==> src/rtv_regs.svh <==
// register offsets, field positions and reset values of the time/alarm value block
`ifndef RTV_REGS_SVH
`define RTV_REGS_SVH

`define RTV_ADDR_W 12
`define RTV_CTRL_OFF 12'h000
`define RTV_TIME_OFF 12'h004
`define RTV_ALARM_OFF 12'h008
`define RTV_STAT_OFF 12'h00C

`define RTV_CTRL_WREN_BIT 0
`define RTV_CTRL_TPTR_LSB 4
`define RTV_CTRL_APTR_LSB 8
`define RTV_STAT_REJ_BIT 0
`define RTV_STAT_BAD_BIT 1

`define RTV_TPTR_WEEKDAY_DIGIT_HOURS 2'h1
`define RTV_APTR_MIN_SEC 2'h0
`define RTV_PTR_RST 2'h0

`define RTV_WEEKDAY_DIGIT_MAX 3'h6
`define RTV_HTEN_MAX 2'h2
`define RTV_ONES_MAX 4'h9
`define RTV_TENS6_MAX 3'h5

`endif

==> src/rtv_pkg.sv <==
// types shared by the time/alarm value block
package rtv_pkg;

  typedef struct packed {
    logic wren;
    logic [1:0] tptr;
    logic [1:0] aptr;
    logic [2:0] weekday_digit;
    logic [1:0] hten;
    logic [3:0] hone;
    logic [2:0] mten;
    logic [3:0] mone;
    logic [2:0] sten;
    logic [3:0] sone;
    logic rej;
    logic bad;
    logic [31:0] rdata;
  } rtv_state_t;

endpackage

==> src/rtv_bcd_check.sv <==
// range check of the packed bcd digits of a time or alarm value word
`timescale 1ns/10ps
`include "rtv_regs.svh"

module rtv_bcd_check
  import rtv_pkg::*;
(
  input wire logic [15:0] i_word,
  input wire logic i_alarm,
  output logic o_legal
);

  always_comb begin
    if (i_alarm) begin
      o_legal = (i_word[14:12] <= `RTV_TENS6_MAX) && (i_word[11:8] <= `RTV_ONES_MAX) &&
                (i_word[6:4] <= `RTV_TENS6_MAX) && (i_word[3:0] <= `RTV_ONES_MAX);
    end else begin
      o_legal = (i_word[10:8] <= `RTV_WEEKDAY_DIGIT_MAX) && (i_word[5:4] <= `RTV_HTEN_MAX) &&
                (i_word[3:0] <= `RTV_ONES_MAX);
    end
  end

endmodule

==> src/rtv_value_regs.sv <==
// apb register block holding the weekday/hours and alarm minutes/seconds value words
//
// Contract
// - time pointer 01 selects weekday and hour digits in the time value register.
// - weekday is a 3-bit field in bits 10-8, values 0 to 6.
// - hour tens is a 2-bit bcd field in bits 5-4, values 0 to 2.
// - hour ones is a 4-bit bcd field in bits 3-0, values 0 to 9.
// - time register writes take effect only while the write enable bit is 1.
// - bits 15-11 and 7-6 of the weekday/hours word read as zero.
// - alarm pointer 00 selects alarm minute and second digits.
// - alarm minute tens is a 3-bit bcd field in bits 14-12, 0 to 5.
// - alarm minute ones is a 4-bit bcd field in bits 11-8, 0 to 9.
// - alarm second tens is a 3-bit bcd field in bits 6-4, 0 to 5.
// - alarm second ones is a 4-bit bcd field in bits 3-0, 0 to 9.
//
// The placing of the registers and the APB register port were decided locally.
`timescale 1ns/10ps
`include "rtv_regs.svh"

module rtv_value_regs
  import rtv_pkg::*;
(
  input wire logic i_clk,
  input wire logic i_rst,
  input wire logic i_psel,
  input wire logic i_penable,
  input wire logic i_pwrite,
  input wire logic [`RTV_ADDR_W-1:0] i_paddr,
  input wire logic [31:0] i_pwdata,
  input wire logic [3:0] i_pstrb,
  output logic [31:0] o_prdata,
  output logic o_pready,
  output logic o_pslverr
);

  rtv_state_t state_reg;
  rtv_state_t state_next;

  logic wr_access;
  logic rd_setup;
  logic time_hit;
  logic alarm_hit;
  logic [15:0] time_merged;
  logic [15:0] alarm_merged;
  logic time_legal;
  logic alarm_legal;

  // weekday/hours word, unimplemented bits forced low
  function automatic logic [15:0] time_word(input rtv_state_t s);
    time_word = {5'h00, s.weekday_digit, 2'h0, s.hten, s.hone};
  endfunction

  function automatic logic [15:0] alarm_word(input rtv_state_t s);
    alarm_word = {1'h0, s.mten, s.mone, 1'h0, s.sten, s.sone};
  endfunction

  // byte lane merge of the low half word
  function automatic logic [15:0] merge16(input logic [15:0] old, input logic [31:0] wd, input logic [3:0] strb);
    merge16 = {strb[1] ? wd[15:8] : old[15:8], strb[0] ? wd[7:0] : old[7:0]};
  endfunction

  function automatic logic mapped(input logic [`RTV_ADDR_W-1:0] a);
    mapped = (a == `RTV_CTRL_OFF) || (a == `RTV_TIME_OFF) || (a == `RTV_ALARM_OFF) || (a == `RTV_STAT_OFF);
  endfunction

  assign wr_access = i_psel && i_penable && i_pwrite;
  assign rd_setup = i_psel && !i_penable && !i_pwrite;
  assign time_hit = state_reg.tptr == `RTV_TPTR_WEEKDAY_DIGIT_HOURS;
  assign alarm_hit = state_reg.aptr == `RTV_APTR_MIN_SEC;
  assign time_merged = merge16(time_word(state_reg), i_pwdata, i_pstrb);
  assign alarm_merged = merge16(alarm_word(state_reg), i_pwdata, i_pstrb);

  rtv_bcd_check u_time_check (
    .i_word(time_merged),
    .i_alarm(1'b0),
    .o_legal(time_legal)
  );

  rtv_bcd_check u_alarm_check (
    .i_word(alarm_merged),
    .i_alarm(1'b1),
    .o_legal(alarm_legal)
  );

  always_comb begin
    state_next = state_reg;
    if (wr_access) begin
      if (i_paddr == `RTV_CTRL_OFF) begin
        if (i_pstrb[0]) begin
          state_next.wren = i_pwdata[`RTV_CTRL_WREN_BIT];
          state_next.tptr = i_pwdata[`RTV_CTRL_TPTR_LSB +: 2];
        end
        if (i_pstrb[1]) begin
          state_next.aptr = i_pwdata[`RTV_CTRL_APTR_LSB +: 2];
        end
      end else if (i_paddr == `RTV_TIME_OFF) begin
        if (!state_reg.wren) begin
          state_next.rej = 1'b1;
        end else if (time_hit && !time_legal) begin
          state_next.bad = 1'b1;
        end else if (time_hit) begin
          state_next.weekday_digit = time_merged[10:8];
          state_next.hten = time_merged[5:4];
          state_next.hone = time_merged[3:0];
        end
      end else if (i_paddr == `RTV_ALARM_OFF) begin
        if (alarm_hit && !alarm_legal) begin
          state_next.bad = 1'b1;
        end else if (alarm_hit) begin
          state_next.mten = alarm_merged[14:12];
          state_next.mone = alarm_merged[11:8];
          state_next.sten = alarm_merged[6:4];
          state_next.sone = alarm_merged[3:0];
        end
      end else if (i_paddr == `RTV_STAT_OFF) begin
        // write one to clear, this later clear would have won over the set above but cannot coincide
        if (i_pstrb[0] && i_pwdata[`RTV_STAT_REJ_BIT]) begin
          state_next.rej = 1'b0;
        end
        if (i_pstrb[0] && i_pwdata[`RTV_STAT_BAD_BIT]) begin
          state_next.bad = 1'b0;
        end
      end
    end
    if (rd_setup) begin
      if (i_paddr == `RTV_CTRL_OFF) begin
        state_next.rdata = '0;
        state_next.rdata[`RTV_CTRL_WREN_BIT] = state_reg.wren;
        state_next.rdata[`RTV_CTRL_TPTR_LSB +: 2] = state_reg.tptr;
        state_next.rdata[`RTV_CTRL_APTR_LSB +: 2] = state_reg.aptr;
      end else if (i_paddr == `RTV_TIME_OFF) begin
        state_next.rdata = time_hit ? {16'h0000, time_word(state_reg)} : 32'h00000000;
      end else if (i_paddr == `RTV_ALARM_OFF) begin
        state_next.rdata = alarm_hit ? {16'h0000, alarm_word(state_reg)} : 32'h00000000;
      end else if (i_paddr == `RTV_STAT_OFF) begin
        state_next.rdata = '0;
        state_next.rdata[`RTV_STAT_REJ_BIT] = state_reg.rej;
        state_next.rdata[`RTV_STAT_BAD_BIT] = state_reg.bad;
      end else begin
        state_next.rdata = 32'h00000000;
      end
    end
    if (i_rst) begin
      // value digits are deliberately left as they are
      state_next.wren = 1'b0;
      state_next.tptr = `RTV_PTR_RST;
      state_next.aptr = `RTV_PTR_RST;
      state_next.rej = 1'b0;
      state_next.bad = 1'b0;
      state_next.rdata = 32'h00000000;
    end
  end

  always_ff @(posedge i_clk) begin
    state_reg <= state_next;
  end

  assign o_prdata = state_reg.rdata;
  assign o_pready = i_psel && i_penable;
  assign o_pslverr = i_psel && i_penable && !mapped(i_paddr);

  logic time_wr;
  logic alarm_wr;
  logic ctrl_wr;
  logic stat_wr;
  logic bus_acc;
  logic time_rd;
  logic alarm_rd;
  assign time_wr = wr_access && (i_paddr == `RTV_TIME_OFF);
  assign alarm_wr = wr_access && (i_paddr == `RTV_ALARM_OFF);
  assign ctrl_wr = wr_access && (i_paddr == `RTV_CTRL_OFF);
  assign stat_wr = wr_access && (i_paddr == `RTV_STAT_OFF);
  assign bus_acc = i_psel && i_penable;
  assign time_rd = rd_setup && (i_paddr == `RTV_TIME_OFF);
  assign alarm_rd = rd_setup && (i_paddr == `RTV_ALARM_OFF);
endmodule

==> config.mk <==
export PLATFORM = sky130hd
export DESIGN_NAME = rtv_value_regs
export DESIGN_NICKNAME = d
export VERILOG_FILES = /design/src/rtv_pkg.sv /design/src/rtv_bcd_check.sv /design/src/rtv_value_regs.sv
export VERILOG_INCLUDE_DIRS = /design/src /design/src/src
export SDC_FILE = /design/constraint.sdc
export NUM_CORES = 1
export LEC_CHECK = 0
export BUFFER_PORTS_ARGS = -buffer_cell sky130_fd_sc_hd__buf_2
export CAP_MARGIN = 20
export CORE_MARGIN = 2
export CORE_UTILIZATION = 45
export DETAILED_ROUTE_END_ITERATION = 6
export GPL_ROUTABILITY_DRIVEN = 0
export PLACE_DENSITY = 0.72
export SYNTH_ARGS = -nofsm -noshare
export SYNTH_HDL_FRONTEND = slang
export SYNTH_SLANG_ARGS = --single-unit
==> constraint.sdc <==
create_clock -name i_clk -period 3.8 [get_ports i_clk]
set_input_delay 0.57 -clock i_clk [delete_from_list [all_inputs] [get_ports i_clk]]
set_output_delay 0.57 -clock i_clk [all_outputs]
set_load 0.1 [all_outputs]
==> impl_metrics.tcl <==
set metrics [dict create \
    min_to "o_prdata[10]" \
    min_from "o_prdata[10]" \
    outcome "complete, no violations" \
    dr.pass1.iters 4 \
    slew_headroom_pct 44.98 \
    grt_pass1_vias 1600 \
    hold_path_class "reg2reg" \
    dr_total_vias 1864 \
    syn_inst 257 \
    synth_cell_types 49 \
    r2r_slack_ns 2.04 \
    fin_setup_tns_ns 0 \
    grt_pass1_wl_um 7997 \
    numCtsBuffers 5 \
    antenna_found_initial 0 \
    yosysWarnings 0 \
    path_clk_slew_ns 0.08 \
    drv_slew 0 \
    r2r-start "state_reg[42]" \
    synth_ff_type "edfxtp_1" \
    reg2regPathDepth 5 \
    rsz0062_at_grt "no" \
    worstPathMaxFanout 7 \
    totalWireLength_um 5204 \
    final_nets 342 \
    num_antenna_cells 0 \
    ctsHtreeMaxLevel 2 \
    rr_endpoint "state_reg[34]" \
    async_flop_share_pct 0 \
    leakage_nw 1.098 \
    final_cell_area_um2 2678 \
    ys_ff_latch 44 \
    most-common-layout-cells "buf_2, nand2_1, o21ai_0" \
    cts-resized-gates 0 \
    hold_depth 2 \
    drt-initial-drc-count 154 \
    layout-drive-gt1-share_pct 25.52 \
    row_count 26 \
    cts_sinks 44 \
    yosys.area.top_type_share_pct 28.48 \
    grt_max_degree 26 \
    ir_worst_vdd_mv 0.1570 \
    seq_area_frac_synth_pct 45.82 \
    fin_util_pct 52.09 \
    cts_buffer_depth 2 \
    synth_edf_count 23 \
    die_width_um 77.41 \
    skew_ns 0.006848 \
    crit_required_ns 3.82 \
    max_slew.worst_pin.slew_ns 0.8184 \
    synth_area_leaders "edfxtp_1, dfxtp_1, buf_4" \
    dpl_cell_area_um2 2570 \
    io_pins 87 \
    critical_path_class "in2reg" \
    avgSynthCellArea_um2 9.435 \
    drc 0 \
    start_util_pct 47.18 \
    finalSetupViolations 0 \
    cts_tree "done" \
    worstSetupStartpointType "input pin" \
    vias_per_cell 5.178 \
    port_buffers 48 \
    endpoint_kind "flip-flop" \
    clock.fmax_mhz 398.6 \
    powerDensity_nw_per_um2 375.7 \
    fin_crit_ns 2.509 \
    grt_usage_pct 17.38 \
    largest_reg_flops 30 \
    syn_to_final_growth_pct 10.42 \
    mostFrequentLayoutCell "buf_2" \
    fin_cells 360 \
    ant_nets 0 \
    finalCritPeriodShare_pct 66.02 \
    worstPathArrival_ns 2.53 \
    syn-cell-area_um2 2425 \
    insertion_delay_ns 0.30 \
    die_y_um 77.41 \
    dieArea_um2 5992 \
    hold_viol 0 \
    drv_cap 0 \
    cts_hold_buf 0 \
    dp.cells 352 \
    hpwl_um 3881 \
    synth_top_area_cell "edfxtp_1" \
    wl_per_cell_um 14.46 \
    core-area_um2 5140 \
    post_cts_buffers 0 \
    root_buffer "clkbuf_8" \
    gr-total-overflow 0 \
]
## Yosys cell counts (2+ instances only)
| library cell | n |
|---|---|
| a31oi_1 | 2 |
| and3_1 | 2 |
| buf_4 | 32 |
| clkbuf_1 | 12 |
| a22oi_1 | 5 |
| nor4_1 | 2 |
| nand3b_1 | 2 |
| and2_1 | 5 |
| nand3_1 | 4 |
| mux2i_1 | 5 |
| a2bb2oi_1 | 2 |
| and3b_1 | 2 |
| nand2_1 | 35 |
| o32ai_1 | 2 |
| dfxtp_1 | 21 |
| edfxtp_1 | 23 |
| inv_1 | 18 |
| nor2b_1 | 3 |
| or4b_1 | 2 |
| mux2_2 | 5 |
| nor2_1 | 7 |
| o21ai_0 | 27 |
| a32oi_1 | 5 |
| a21oi_1 | 6 |
| o211ai_1 | 4 |
## kinds of logic (layout without fill, tap and decap cells)
group	Yosys count	count (layout)	synth area share (%)
other	1	18	0.1547
muxes	11	11	5.315
AOI/OAI and AO/OA	59	59	15.27
DFF	44	44	45.82
buffers and inverters	63	79	14.76
and+or+nand+nor	79	79	18.68
## per-stage QoR
step | hold slack, ns | worst slack (ns) | power [W]
finish | 0.4483 | 1.291 | 0.001006
global route | 0.4669 | 1.195 | 0.001039
CTS | 0.4546 | 1.280 | 0.001011
detailed placement | 0.4369 | 0.9680 | 0.0006664
global placement | 0.4290 | 0.9399 | 0.0006654
floorplan | 0.4263 | 0.6290 | 0.0006503
## power breakdown
| group | total, W | internal [W] | switching, W |
|---|---|---|---|
| Combinational | 0.000157 | 0.0000299 | 0.000127 |
| Clock | 0.000350 | 0.000195 | 0.000155 |
| Sequential | 0.000499 | 0.000499 | 0.00000000441 |
| Total | 0.00101 | 0.000724 | 0.000282 |
## area by class of cell
type                            instances  area [µm²]
Fill cell                             491        2462
Inverter                               18       67.56
Multi-Input combinational cell        167        1026
Tap cell                               70       87.58
Clock inverter                          2       35.03
Clock buffer                            6       72.57
Timing Repair Buffer                   53       277.8
Sequential cell                        44        1111
## worst max-delay path by stage
stage / start / to / slack, ns / depth (start not counted)
after floorplan: i_paddr[5] / state_reg[48] / 0.63 / 4
after global placement: i_paddr[5] / state_reg[56] / 0.94 / 5
after detailed placement: i_paddr[5] / state_reg[55] / 0.97 / 5
after CTS: i_paddr[5] / state_reg[54] / 1.28 / 5
after global routing: i_paddr[5] / state_reg[54] / 1.20 / 5
final: i_paddr[5] / state_reg[54] / 1.29 / 5
## routing by layer
layer,vias up,GRT usage [%],part of all wire (%)
met3,11,3.372,5.7
met5,-,0,0
li1,925,-,-
met2,63,26.26,47
met4,0,7.857,2.0
met1,865,24.13,45
## critical path, cell delays in order
cell,delay [ns]
buf_2,0.09
or4_1,0.59
or4b_1,0.67
nor4_1,0.37
buf_4,0.23
Note: power is estimated with default switching activity, not from simulation.
